==> src/cbreg_consts.vh <==
// register offsets, field positions and reset values of the output control bank
// assumes inclusion by bare name from the design files
`ifndef CBREG_CONSTS_VH
`define CBREG_CONSTS_VH
`define CBREG_ADDR_OUT_EN_HI 4'h2
`define CBREG_ADDR_PIN_RDBK 4'h3
`define CBREG_ADDR_SB_RDBK 4'h4
`define CBREG_ADDR_VEND_REV 4'h5
`define CBREG_ADDR_PART_ID 4'h6
`define CBREG_ADDR_BYTE_CNT 4'h7
`define CBREG_ADDR_SB_OVR_LO 4'h8
`define CBREG_RST_OUT_EN_HI 8'hff
`define CBREG_RST_PIN_RDBK 8'h00
`define CBREG_RST_SB_RDBK 1'h1
`define CBREG_RST_BYTE_CNT 6'h08
`define CBREG_RST_SB_OVR_LO 8'h00
`define CBREG_RST_OUT_GATE 8'h00
`define CBREG_RST_RDATA 8'h00
`define CBREG_BYTE_CNT_W 6
`define CBREG_REV_MSB 7
`define CBREG_REV_LSB 4
`define CBREG_VEND_MSB 3
`define CBREG_VEND_LSB 0
`endif

==> src/cbreg_sync.v <==
// two-flop synchroniser for a bus of pin levels
// assumes pins are asynchronous to i_clk; reset value is a parameter
`timescale 1ns/1ps
module cbreg_sync #(
  parameter W = 8,
  parameter [W-1:0] RST = {W{1'b0}}
) (
  input wire i_clk,
  input wire i_rst_n,
  input wire [W-1:0] i_d,
  output wire [W-1:0] o_q
);
  reg [W-1:0] meta_reg;
  reg [W-1:0] sync_reg;
  always @(posedge i_clk)
  begin
    if (!i_rst_n)
    begin
      meta_reg <= RST;
      sync_reg <= RST;
    end
    else
    begin
      meta_reg <= i_d;
      sync_reg <= meta_reg;
    end
  end
  assign o_q = sync_reg;
endmodule

==> src/cbreg_top.v <==
// output control register bank: enables for outputs 8..15, pin readback, ids,
// block read byte count and first side-band override byte.
// assumes a byte-wide register port driven by the smbus engine on i_clk.
// Summary of operation
// RULE1: enable byte bits 7..0 gate clock outputs 15..8; 0 disables, 1 enables.
// RULE2: that enable byte sits at address 2 and resets to all ones.
// RULE3: address 3 reads live levels of enable pins 5..12, resets to zero.
// RULE4: pin status bit 7 is pin twelve down to bit 0 pin five.
// RULE5: address 4 bit 0 shows sideband mode pin, reset 1; upper bits zero.
// RULE6: address 5 returns revision in bits 7..4, maker code in bits 3..0.
// RULE7: address 6 returns the eight-bit part code directly.
// RULE8: address 7 bits 5..0 hold block read byte count, reset 8.
// RULE9: address 8 resets zero and forces outputs on in sideband mode.
// RULE10: override bits 7..0 map outputs 7..0; 1 keeps output enabled.
// RULE11: writes to read-only or reserved bits are ignored; reserved reads zero.
// RULE12: an output drives only with its enable bit set and its pin enable; in sideband mode the code uses the side-band enable in place of the pin.
`timescale 1ns/1ps
`include "cbreg_consts.vh"
module cbreg_top #(
  parameter [3:0] REV_CODE = 4'h1,
  parameter [3:0] MAKER_CODE = 4'h5,
  parameter [7:0] PART_CODE = 8'h3c
) (
  input wire i_clk,
  input wire i_rst_n,
  input wire [3:0] i_addr,
  input wire i_wr,
  input wire [7:0] i_wdata,
  output reg [7:0] o_rdata,
  input wire [7:0] i_enable_pin_n,
  input wire i_sideband_mode_select_pin,
  input wire [7:0] i_sideband_serial_interface_en,
  output wire [7:0] o_clk_out_en_hi,
  output wire [7:0] o_sideband_override_en,
  output wire [5:0] o_block_read_byte_count
);
  // MAKER_CODE, REV_CODE and PART_CODE defaults are arbitrary
  // byte count field width; bits above it are reserved
  localparam integer CNT_W = `CBREG_BYTE_CNT_W;
  // eight outputs in this bank
  localparam integer NUM_OUT = 8;
  reg [7:0] out_en_hi_reg;
  reg [7:0] out_en_hi_next;
  reg [CNT_W-1:0] byte_cnt_reg;
  reg [CNT_W-1:0] byte_cnt_next;
  reg [7:0] sb_ovr_lo_reg;
  reg [7:0] sb_ovr_lo_next;
  reg [7:0] rdata_next;
  reg [7:0] pin_state_reg;
  reg sb_state_reg;
  // registered gates keep the enable outputs glitch free across a register write
  reg [7:0] clk_en_hi_reg;
  reg [7:0] clk_en_hi_next;
  reg [7:0] ovr_en_reg;
  reg [7:0] ovr_en_next;
  reg [7:0] ident_byte;
  wire [7:0] pin_sync;
  wire sb_sync;
  wire wr_out_en_hi;
  wire wr_byte_cnt;
  wire wr_sb_ovr_lo;
  integer bit_idx;

  // enable pins are asynchronous: two flops before anything reads them
  cbreg_sync #(.W(8), .RST(`CBREG_RST_PIN_RDBK)) u_pin_sync (
    .i_clk(i_clk),
    .i_rst_n(i_rst_n),
    .i_d(i_enable_pin_n),
    .o_q(pin_sync)
  );

  // the mode pin resets to sideband mode, matching the readback reset value
  cbreg_sync #(.W(1), .RST(`CBREG_RST_SB_RDBK)) u_sb_sync (
    .i_clk(i_clk),
    .i_rst_n(i_rst_n),
    .i_d(i_sideband_mode_select_pin),
    .o_q(sb_sync)
  );

  // one address decoder shared by every write strobe
  function addr_hit;
    input [3:0] addr;
    input [3:0] target;
    begin
      addr_hit = (addr == target);
    end
  endfunction

  // gate one output: its register bit first, then the source that governs it
  function out_gate;
    input reg_bit;
    input sideband_mode;
    input sideband_en;
    input pin_level_n;
    begin
      if (!reg_bit)
        out_gate = 1'b0;
      else if (sideband_mode)
        out_gate = sideband_en;
      else
        out_gate = ~pin_level_n;
    end
  endfunction

  // writes to status, id and reserved bits decode to nothing and are dropped
  assign wr_out_en_hi = i_wr & addr_hit(i_addr, `CBREG_ADDR_OUT_EN_HI); // RULE1
  assign wr_byte_cnt = i_wr & addr_hit(i_addr, `CBREG_ADDR_BYTE_CNT); // RULE8
  assign wr_sb_ovr_lo = i_wr & addr_hit(i_addr, `CBREG_ADDR_SB_OVR_LO); // RULE9

  // identity byte built from field positions so the two codes cannot swap
  always @*
  begin
    ident_byte = 8'h00;
    ident_byte[`CBREG_REV_MSB:`CBREG_REV_LSB] = REV_CODE; // RULE6
    ident_byte[`CBREG_VEND_MSB:`CBREG_VEND_LSB] = MAKER_CODE; // RULE6
  end

  // next values of the writable fields; each holds unless its address is written
  always @*
  begin
    out_en_hi_next = out_en_hi_reg; // RULE11
    byte_cnt_next = byte_cnt_reg;
    sb_ovr_lo_next = sb_ovr_lo_reg;
    if (wr_out_en_hi)
    begin
      out_en_hi_next = i_wdata; // RULE1
    end
    if (wr_byte_cnt)
    begin
      // bits 7..6 of the byte are reserved, so the top two bits are cut on purpose
      byte_cnt_next = i_wdata[CNT_W-1:0]; // RULE8 RULE11
    end
    if (wr_sb_ovr_lo)
    begin
      sb_ovr_lo_next = i_wdata; // RULE9
    end
  end

  // pins 5..12 map onto outputs 8..15; in sideband mode the side-band enable
  // replaces the pin. the gate reads the synchronised status copy, so the
  // readback byte and the outputs never disagree about a pin.
  // the side-band enables come from logic on i_clk and need no synchroniser
  always @*
  begin
    clk_en_hi_next = 8'h00;
    for (bit_idx = 0; bit_idx < NUM_OUT; bit_idx = bit_idx + 1)
    begin
      clk_en_hi_next[bit_idx] = out_gate(out_en_hi_reg[bit_idx], sb_state_reg,
        i_sideband_serial_interface_en[bit_idx], pin_state_reg[bit_idx]); // RULE1 RULE12
    end
    // override bits only act in sideband mode; outside it they are only read back
    ovr_en_next = sb_ovr_lo_reg & {8{sb_state_reg}}; // RULE9 RULE10
  end

  // state registers; synchronous reset puts every field at its power-on value
  always @(posedge i_clk)
  begin
    if (!i_rst_n)
    begin
      out_en_hi_reg <= `CBREG_RST_OUT_EN_HI; // RULE2
      byte_cnt_reg <= `CBREG_RST_BYTE_CNT; // RULE8
      sb_ovr_lo_reg <= `CBREG_RST_SB_OVR_LO; // RULE9
      pin_state_reg <= `CBREG_RST_PIN_RDBK; // RULE3
      sb_state_reg <= `CBREG_RST_SB_RDBK; // RULE5
    end
    else
    begin
      out_en_hi_reg <= out_en_hi_next;
      byte_cnt_reg <= byte_cnt_next;
      sb_ovr_lo_reg <= sb_ovr_lo_next;
      pin_state_reg <= pin_sync; // RULE3 RULE4
      sb_state_reg <= sb_sync; // RULE5
    end
  end

  // outputs are held off during reset; the first gate follows one cycle later
  always @(posedge i_clk)
  begin
    if (!i_rst_n)
    begin
      clk_en_hi_reg <= `CBREG_RST_OUT_GATE;
      ovr_en_reg <= `CBREG_RST_OUT_GATE;
    end
    else
    begin
      clk_en_hi_reg <= clk_en_hi_next; // RULE12
      ovr_en_reg <= ovr_en_next; // RULE10
    end
  end

  // read mux; unmapped addresses and reserved bits read as zero
  always @*
  begin
    rdata_next = 8'h00;
    case (i_addr)
      `CBREG_ADDR_OUT_EN_HI: rdata_next = out_en_hi_reg; // RULE1
      `CBREG_ADDR_PIN_RDBK: rdata_next = pin_state_reg; // RULE4
      `CBREG_ADDR_SB_RDBK: rdata_next = {7'h00, sb_state_reg}; // RULE5 RULE11
      `CBREG_ADDR_VEND_REV: rdata_next = ident_byte; // RULE6
      `CBREG_ADDR_PART_ID: rdata_next = PART_CODE; // RULE7
      `CBREG_ADDR_BYTE_CNT: rdata_next = {2'h0, byte_cnt_reg}; // RULE11
      `CBREG_ADDR_SB_OVR_LO: rdata_next = sb_ovr_lo_reg;
      default: rdata_next = 8'h00; // RULE11
    endcase
  end

  // registered read data: one cycle after the address is presented
  always @(posedge i_clk)
  begin
    if (!i_rst_n)
    begin
      o_rdata <= `CBREG_RST_RDATA;
    end
    else
    begin
      o_rdata <= rdata_next;
    end
  end

  // every output comes straight from a flop
  assign o_clk_out_en_hi = clk_en_hi_reg;
  assign o_sideband_override_en = ovr_en_reg;
  assign o_block_read_byte_count = byte_cnt_reg;
endmodule

==> config.mk <==
export PLATFORM = sky130hd
export DESIGN_NAME = cbreg_top
export DESIGN_NICKNAME = d
export VERILOG_FILES = /design/src/cbreg_sync.v /design/src/cbreg_top.v
export VERILOG_INCLUDE_DIRS = /design/src
export SDC_FILE = /design/constraint.sdc
export NUM_CORES = 1
export LEC_CHECK = 0
export ABC_CLOCK_PERIOD_IN_PS = 1400
export BUFFER_PORTS_ARGS = -buffer_cell sky130_fd_sc_hd__buf_2
export CAP_MARGIN = 20
export CORE_UTILIZATION = 40
export DETAILED_ROUTE_END_ITERATION = 7
export SYNTH_ARGS = -nofsm -noshare
export SYNTH_HDL_FRONTEND = slang
export SYNTH_SLANG_ARGS = --single-unit
export TNS_END_PERCENT = 100
==> constraint.sdc <==
create_clock -name i_clk -period 1.4 [get_ports i_clk]
set_clock_uncertainty 0.1 [all_clocks]
set_input_delay 0 -clock i_clk [delete_from_list [all_inputs] [get_ports i_clk]]
set_output_delay 0 -clock i_clk [all_outputs]
set_load 0.05 [all_outputs]
==> results of run 1 <==
==> cell type report <==
type | count | area [µm²]
repair buffers | 103 | 701
multi-input cells | 169 | 1070
clock buffers | 12 | 165
well taps | 77 | 96.3
fillers | 580 | 2780
inverters | 1 | 3.75
flip-flops and latches | 73 | 1460
clock inverters | 4 | 73.8
==> cell families (layout without fill, tap and decap cells) <==
logic type / count (synthesis) / after routing
simple gates: 113 / 113
compound gates: 34 / 34
buf+inv: 19 / 120
flops: 73 / 73
mux: 22 / 22
==> worst paths after layout <==
path | from | endpoint | slack [ns] | cells after the start
setup reg to reg | sb_ovr_lo_reg[1] | o_rdata[1] | 0.23 | 4
hold reg to reg | u_sb_sync.o_q | out_gate.sideband_mode | 0.31 | 1
hold / removal | i_wr | sb_ovr_lo_reg[0] | 0.02 | 4
setup / recovery | sb_ovr_lo_reg[1] | o_rdata[1] | 0.23 | 4
==> layout by cell type (no fill, tap or decap), types with 3 or more instances in the layout <==
| cell | instances |
|---|---|
| dfxtp_1 | 73 |
| buf_2 | 61 |
| nand2_1 | 32 |
| dlygate4sd3_1 | 27 |
| and2_1 | 24 |
| mux2i_1 | 22 |
| and3_1 | 16 |
| buf_4 | 14 |
| clkbuf_8 | 12 |
| nor2_1 | 11 |
| o21ai_0 | 9 |
| a21oi_1 | 8 |
| nand3_1 | 8 |
| a21boi_1 | 8 |
| nor2b_1 | 6 |
| nor3b_1 | 3 |
| nor3_1 | 3 |
| nand2b_1 | 3 |
==> stage by stage <==
| step | util, % | hold slack [ns] | instance area [µm²] |
|---|---|---|---|
| after detailed placement | 48.2 | 0.0860 | 3060 |
| final | 56.3 | 0.0221 | 3570 |
| after global placement | 48.2 | 0.0799 | 3060 |
| after global routing | 56.3 | 0.0311 | 3570 |
| after CTS | 56.3 | 0.0105 | 3570 |
| after floorplan | - | 0.00147 | 2630 |
==> report_power, final <==
group / internal (W) / switching, W
sequential: 0.00214 / 0.0000183
combinational: 0.000195 / 0.000238
clock: 0.00115 / 0.000741
==> what timing repair did <==
action / 4_1_cts / 5_1_grt
gates resized for setup: 0 / 0
hold buffers: 27 / 0
hold endpoints to repair: 44 / 0
==> layer usage <==
layer / GRT usage (%) / vias up / routed length, µm
li1: - / 1076 / -
met1: 22.0 / 935 / 2680
met2: 28.4 / 53 / 2630
met3: 4.77 / 8 / 255
met4: 6.90 / 0 / 82
met5: 0 / - / 0
==> worst min-delay path, stage by stage <==
cell	delay (ns)
buf_2	0.11
buf_4	0.17
nand3_1	0.08
a21boi_1	0.05
==> qor.yml, run 1 <==
async_flop_share_pct: 0
yosys_warnings: 0
antenna_found_initial: 0
synth_compound_area_share_pct: 8.31
path_buf_inv: 0
synthAdderAreaFrac_pct: 0
drive_gt1_share_pct: 26.8
setup_viol: 0
synth_area_leader_cell: "dfxtp_1"
wl_mm: 5.64
rsz0062_at_grt: "false"
critPathRequiredTime_ns: 1.56
io_buffers: 61
cts_root_buf: "clkbuf_8"
max_clock_freq_mhz: 857
dpl.hpwl_mm: 3.90
vias: 2072
clk_pin_slew_ns: 0.07
avgViaCountPerCell: 4.72
synth_edf_count: 0
grt_pass1_wl_mm: 9.39
clock_latency_ns: 0.34
start_kind: "flop"
syn_inst: 261
vdd_drop_max_uv: 789
drc_errors: 0
yosys.area_share.simple_pct: 24.0
drtIter0Drc: 80
post-route-period-util_pct: 83.4
yosys-top-cells-count: "73 x dfxtp_1, 32 x nand2_1, 24 x and2_1, 22 x mux2i_1, 16 x and3_1"
cap_violations: 0
synthMostInstantiatedCell: "dfxtp_1"
final_cells: 439
tightest_slew_ns: 0.448
slew_headroom_pct: 69.8
synth_top_area_share_pct: 55.5
grt_usage_pct: 17.5
drtPass1Iterations: 4
cp.arrival_ns: 1.33
ios: 62
power_w: 0.00448
ys.flop_type: "dfxtp_1"
syn_area_um2: 2630
synth_top_family_by_area: "simple AND/OR/NAND/NOR gates"
avgSynthCellArea_um2: 10.1
dieArea_um2: 6910
cp_max_fo: 3
drv_slew: 0
die_y_um: 83.1
wl_per_cell_um: 12.9
crit_family: "flip-flops"
gp_congestion: 0.792
synth-seq-area-share_pct: 55.5
layout_setup_ws_ns: 0.233
status: "finished, final reports clean"
ys_seq_elements: 73
period_needed_ns: 1.17
synthMuxAreaShare_pct: 8.36
syn-num-nets: 293
synthXorXnorAreaFrac_pct: 0
synth_cell_type_count: 32
start_util_pct: 41.5
final_hold_viol_count: 0
hold_path.class: "in -> reg"
tns_ns: 0
die_w_um: 83.1
crit_path_max_incr_delay_ns: 0.35
nNetsFinal: 389
clkSinkCount: 73
cp_cell_sequence: "and3b_1, a21oi_1, o32a_1, nor2_1"
diodes: 0
drtAntennaViolNets: 0
leakage_nw: 1.67
cts_tree: "yes"
post-cts-setup-buffers: 0
cp_slowest_cell: "dfxtp_1"
cp-end-kind: "flop"
fp.coreArea_um2: 6350
synthTopCellsByArea: "dfxtp_1 55%, mux2i_1 8.4%, and2_1 5.7%"
path_class: "reg -> reg"
grt_pass1_vias: 1955
dp.cells: 396
grt_max_degree: 34
pre_cts_slack_ns: 0.101
cts.path.max_buffers: 2
grt_overflow: 0
row_count: 29
syn2layout_area_growth_pct: 35.6
cts_buffers: 9
cts-htree-levels: 3
p_per_area_nw_per_um2: 1250
(Power assumes the default switching activity.)
==> run 2: changes to the inputs <==
ABC_CLOCK_PERIOD_IN_PS = 1180   (was 1400)
clock period = 1.18 ns   (was 1.4 ns; I/O delays follow)
==> run 2 against run 1 <==
Against the previous run:
- via count about the same
- cell count increased by 3.0%
- clock power increased by 6%
- worst hold slack got worse by 0.011 ns
- critical path depth unchanged
- critical path type is now in -> reg
- critical endpoint is now u_sb_sync.meta_reg
- highest routed layer unchanged
==> qor.yml, run 2 (synthesis gave the netlist of run 1 again) <==
gp_congestion: 0.808  # +2.0%
post-route-period-util_pct: 99.0
path_buf_inv: 3  # +3
r2r-start: "sb_ovr_lo_reg[1]"
critPathRequiredTime_ns: 1.31  # -0.25 ns
r2r_end: "o_rdata[1]"
die_y_um: 83.1  # unchanged
r2r_slack_ns: 0.07  # -0.16 ns
path_class: "in -> reg"
min_from: "i_wr"
wl_per_cell_um: 12.9  # +0.43%
final_cells: 452  # +3.0%
syn2layout_area_growth_pct: 39.2
start_util_pct: 41.5  # unchanged
dp.cells: 404  # +2.0%
nFillCells: 534  # -7.9%
grt_pass1_wl_mm: 9.46  # +0.73%
drv_slew: 0  # unchanged
final_common_cell: "dfxtp_1"
vdd_drop_max_uv: 1330  # +68%
fp.coreArea_um2: 6350  # unchanged
start_kind: "primary input"
cts.path.max_buffers: 2  # unchanged
routed.top_layer: "met4"
crit_path_max_incr_delay_ns: 0.54  # +0.19 ns
r2r_cells: 4  # unchanged
slew_headroom_pct: 73.1  # +3.3 points
p_int_w: 0.00388  # +12%
diodes: 0  # unchanged
cts_root_buf: "clkbuf_8"
dieArea_um2: 6910  # unchanged
max_clock_freq_mhz: 856
p_sw_w: 0.00122  # +22%
clkSinkCount: 73  # unchanged
grt_max_degree: 25  # -26%
post-cts-setup-buffers: 0  # unchanged
drtIter0Drc: 101  # +26%
pwr-share-comb_pct: 10.8  # +1.1 points
drive_gt1_share_pct: 29.1  # +2.3 points
ios: 62  # unchanged
cts_buffers: 9  # unchanged
clk_pin_slew_ns: 0.07  # about the same
drtAntennaViolNets: 0  # unchanged
cp-end-kind: "flop"
row_count: 29  # unchanged
grt_pass1_vias: 1942  # -0.66%
min_to: "sb_ovr_lo_reg[2]"
leakage_nw: 1.72  # +2.9%
hold_path.class: "in -> reg"
switching_share_pct: 23.9  # +1.7 points
dpl.hpwl_mm: 3.95  # +1.1%
cp_slowest_cell: "dlygate4sd3_1"
cts-htree-levels: 3  # unchanged
avgViaCountPerCell: 4.59  # -2.8%
tightest_slew_ns: 0.399  # -0.0494 ns
period_needed_ns: 1.17
setup_viol: 0  # unchanged
nNetsFinal: 402  # +3.3%
p_per_area_nw_per_um2: 1390  # +11%
dr_wl_met2_mm: 2.80  # +6.5%
rsz0062_at_grt: "false"
met3WireLength_um: 231  # -9.4%
cap_violations: 0  # unchanged
status: "finished, final reports clean"
cp_max_fo: 1  # -2
drc_errors: 0  # unchanged
cts_tree: "yes"
clkPwrFrac_pct: 39.1  # -3.1 points
crit_family: "buffers and inverters"
grt_overflow: 0  # unchanged
vias: 2074  # +0.097%
crit_cells: 4  # unchanged
io_buffers: 61  # unchanged
wl_met1_mm: 2.74  # +2.1%
final_cell_mix: "70 x dfxtp_1, 61 x buf_2, 32 x nand2_1, 32 x dlygate4sd3_1, 24 x and2_1"
pwr-share-seq_pct: 50.1  # +2.0 points
die_w_um: 83.1  # unchanged
clock_latency_ns: 0.34  # about the same
grt_usage_pct: 17.8  # +0.36 points
min_path_cells: 4  # unchanged
final_hold_viol_count: 0  # unchanged
cp_cell_sequence: "dlygate4sd3_1, buf_2, nand2b_1, dlygate4sd3_1"
whs_ns: 0.0108  # -0.0113 ns
drtPass1Iterations: 4  # unchanged
antenna_found_initial: 0  # unchanged
crit_top_cell: "dlygate4sd3_1"
wl_mm: 5.84  # +3.4%
cp.arrival_ns: 1.30  # -0.03 ns
-- run 2: changes by cell type in the layout (fill, tap and decap cells not counted), sizes merged --
cell	delta
buf	+8
bufinv	-1
clkinvlp	+1
dlygate4sd3	+5
-- run 2: per-stage QoR --
step	TNS (ns)	cell area [µm²]	setup slack (ns)	total power (W)	util, %
2_1_floorplan	-0.0461	2650	-0.00576	0.00291	-
6_report	0	3670	0.0120	0.00510	57.7
3_3_place_gp	-1.33	3120	-0.0963	0.00307	49.1
5_1_grt	0	3670	0.00136	0.00532	57.7
4_1_cts	0	3640	0.0322	0.00514	57.4
3_5_place_dp	-1.61	3120	-0.0857	0.00307	49.1
-- run 2: what timing repair did --
| action | 4_1_cts | 5_1_grt |
|---|---|---|
| resized for setup | 0 | 4 |
| hold endpoints to repair | 44 | 0 |
| hold buffers | 32 | 0 |
| setup endpoints to repair | 0 | 2 |
-- run 2: worst reg2reg max path, cell delays in order (launching register included) --
cell and delay (ns):
dfxtp_1 0.35, and3b_1 0.17, a21oi_1 0.04, o32a_1 0.30
nor2_1 0.08
-- run 2: worst max path at each step --
| stage | from | slack, ns | to |
|---|---|---|---|
| after global routing | sb_ovr_lo_reg[1] | 0.001 | o_rdata[1] |
| after detailed placement | i_addr[2] | -0.09 | out_en_hi_reg[6] |
| after global placement | i_addr[0] | -0.1 | o_block_read_byte_count[0] |
| after CTS | i_sideband_mode_select_pin | 0.03 | u_sb_sync.meta_reg |
| final | i_sideband_mode_select_pin | 0.01 | u_sb_sync.meta_reg |
| after floorplan | i_addr[0] | -0.006 | out_en_hi_reg[0] |
-- run 2: area by class of cell --
cell class | count | area (µm²) | share of cell area, %
flip-flops and latches | 73 | 1470 | 40.0
multi-input cells | 169 | 1100 | 29.9
repair buffers | 116 | 798 | 21.8
clock buffers | 12 | 155 | 4.23
well taps | 77 | 96.3 | 2.63
clock inverters | 4 | 51.3 | 1.40
inverters | 1 | 3.75 | 0.102
-- run 2: layer usage --
metal  vias to the layer above  track usage (%)
met2                        52             29.1
met4                         0             8.93
li1                       1098                -
met5                         -                0
met3                         8             3.98
met1                       916             22.1
-- run 2: power groups by stage --
stage | registers [W] | clock network, W | logic (W)
final | 0.00256 | 0.00200 | 0.000550
after global routing | 0.00256 | 0.00217 | 0.000592
after detailed placement | 0.00261 | 0 | 0.000462
after global placement | 0.00261 | 0 | 0.000460
after floorplan | 0.00271 | 0 | 0.000207
after CTS | 0.00256 | 0.00204 | 0.000545
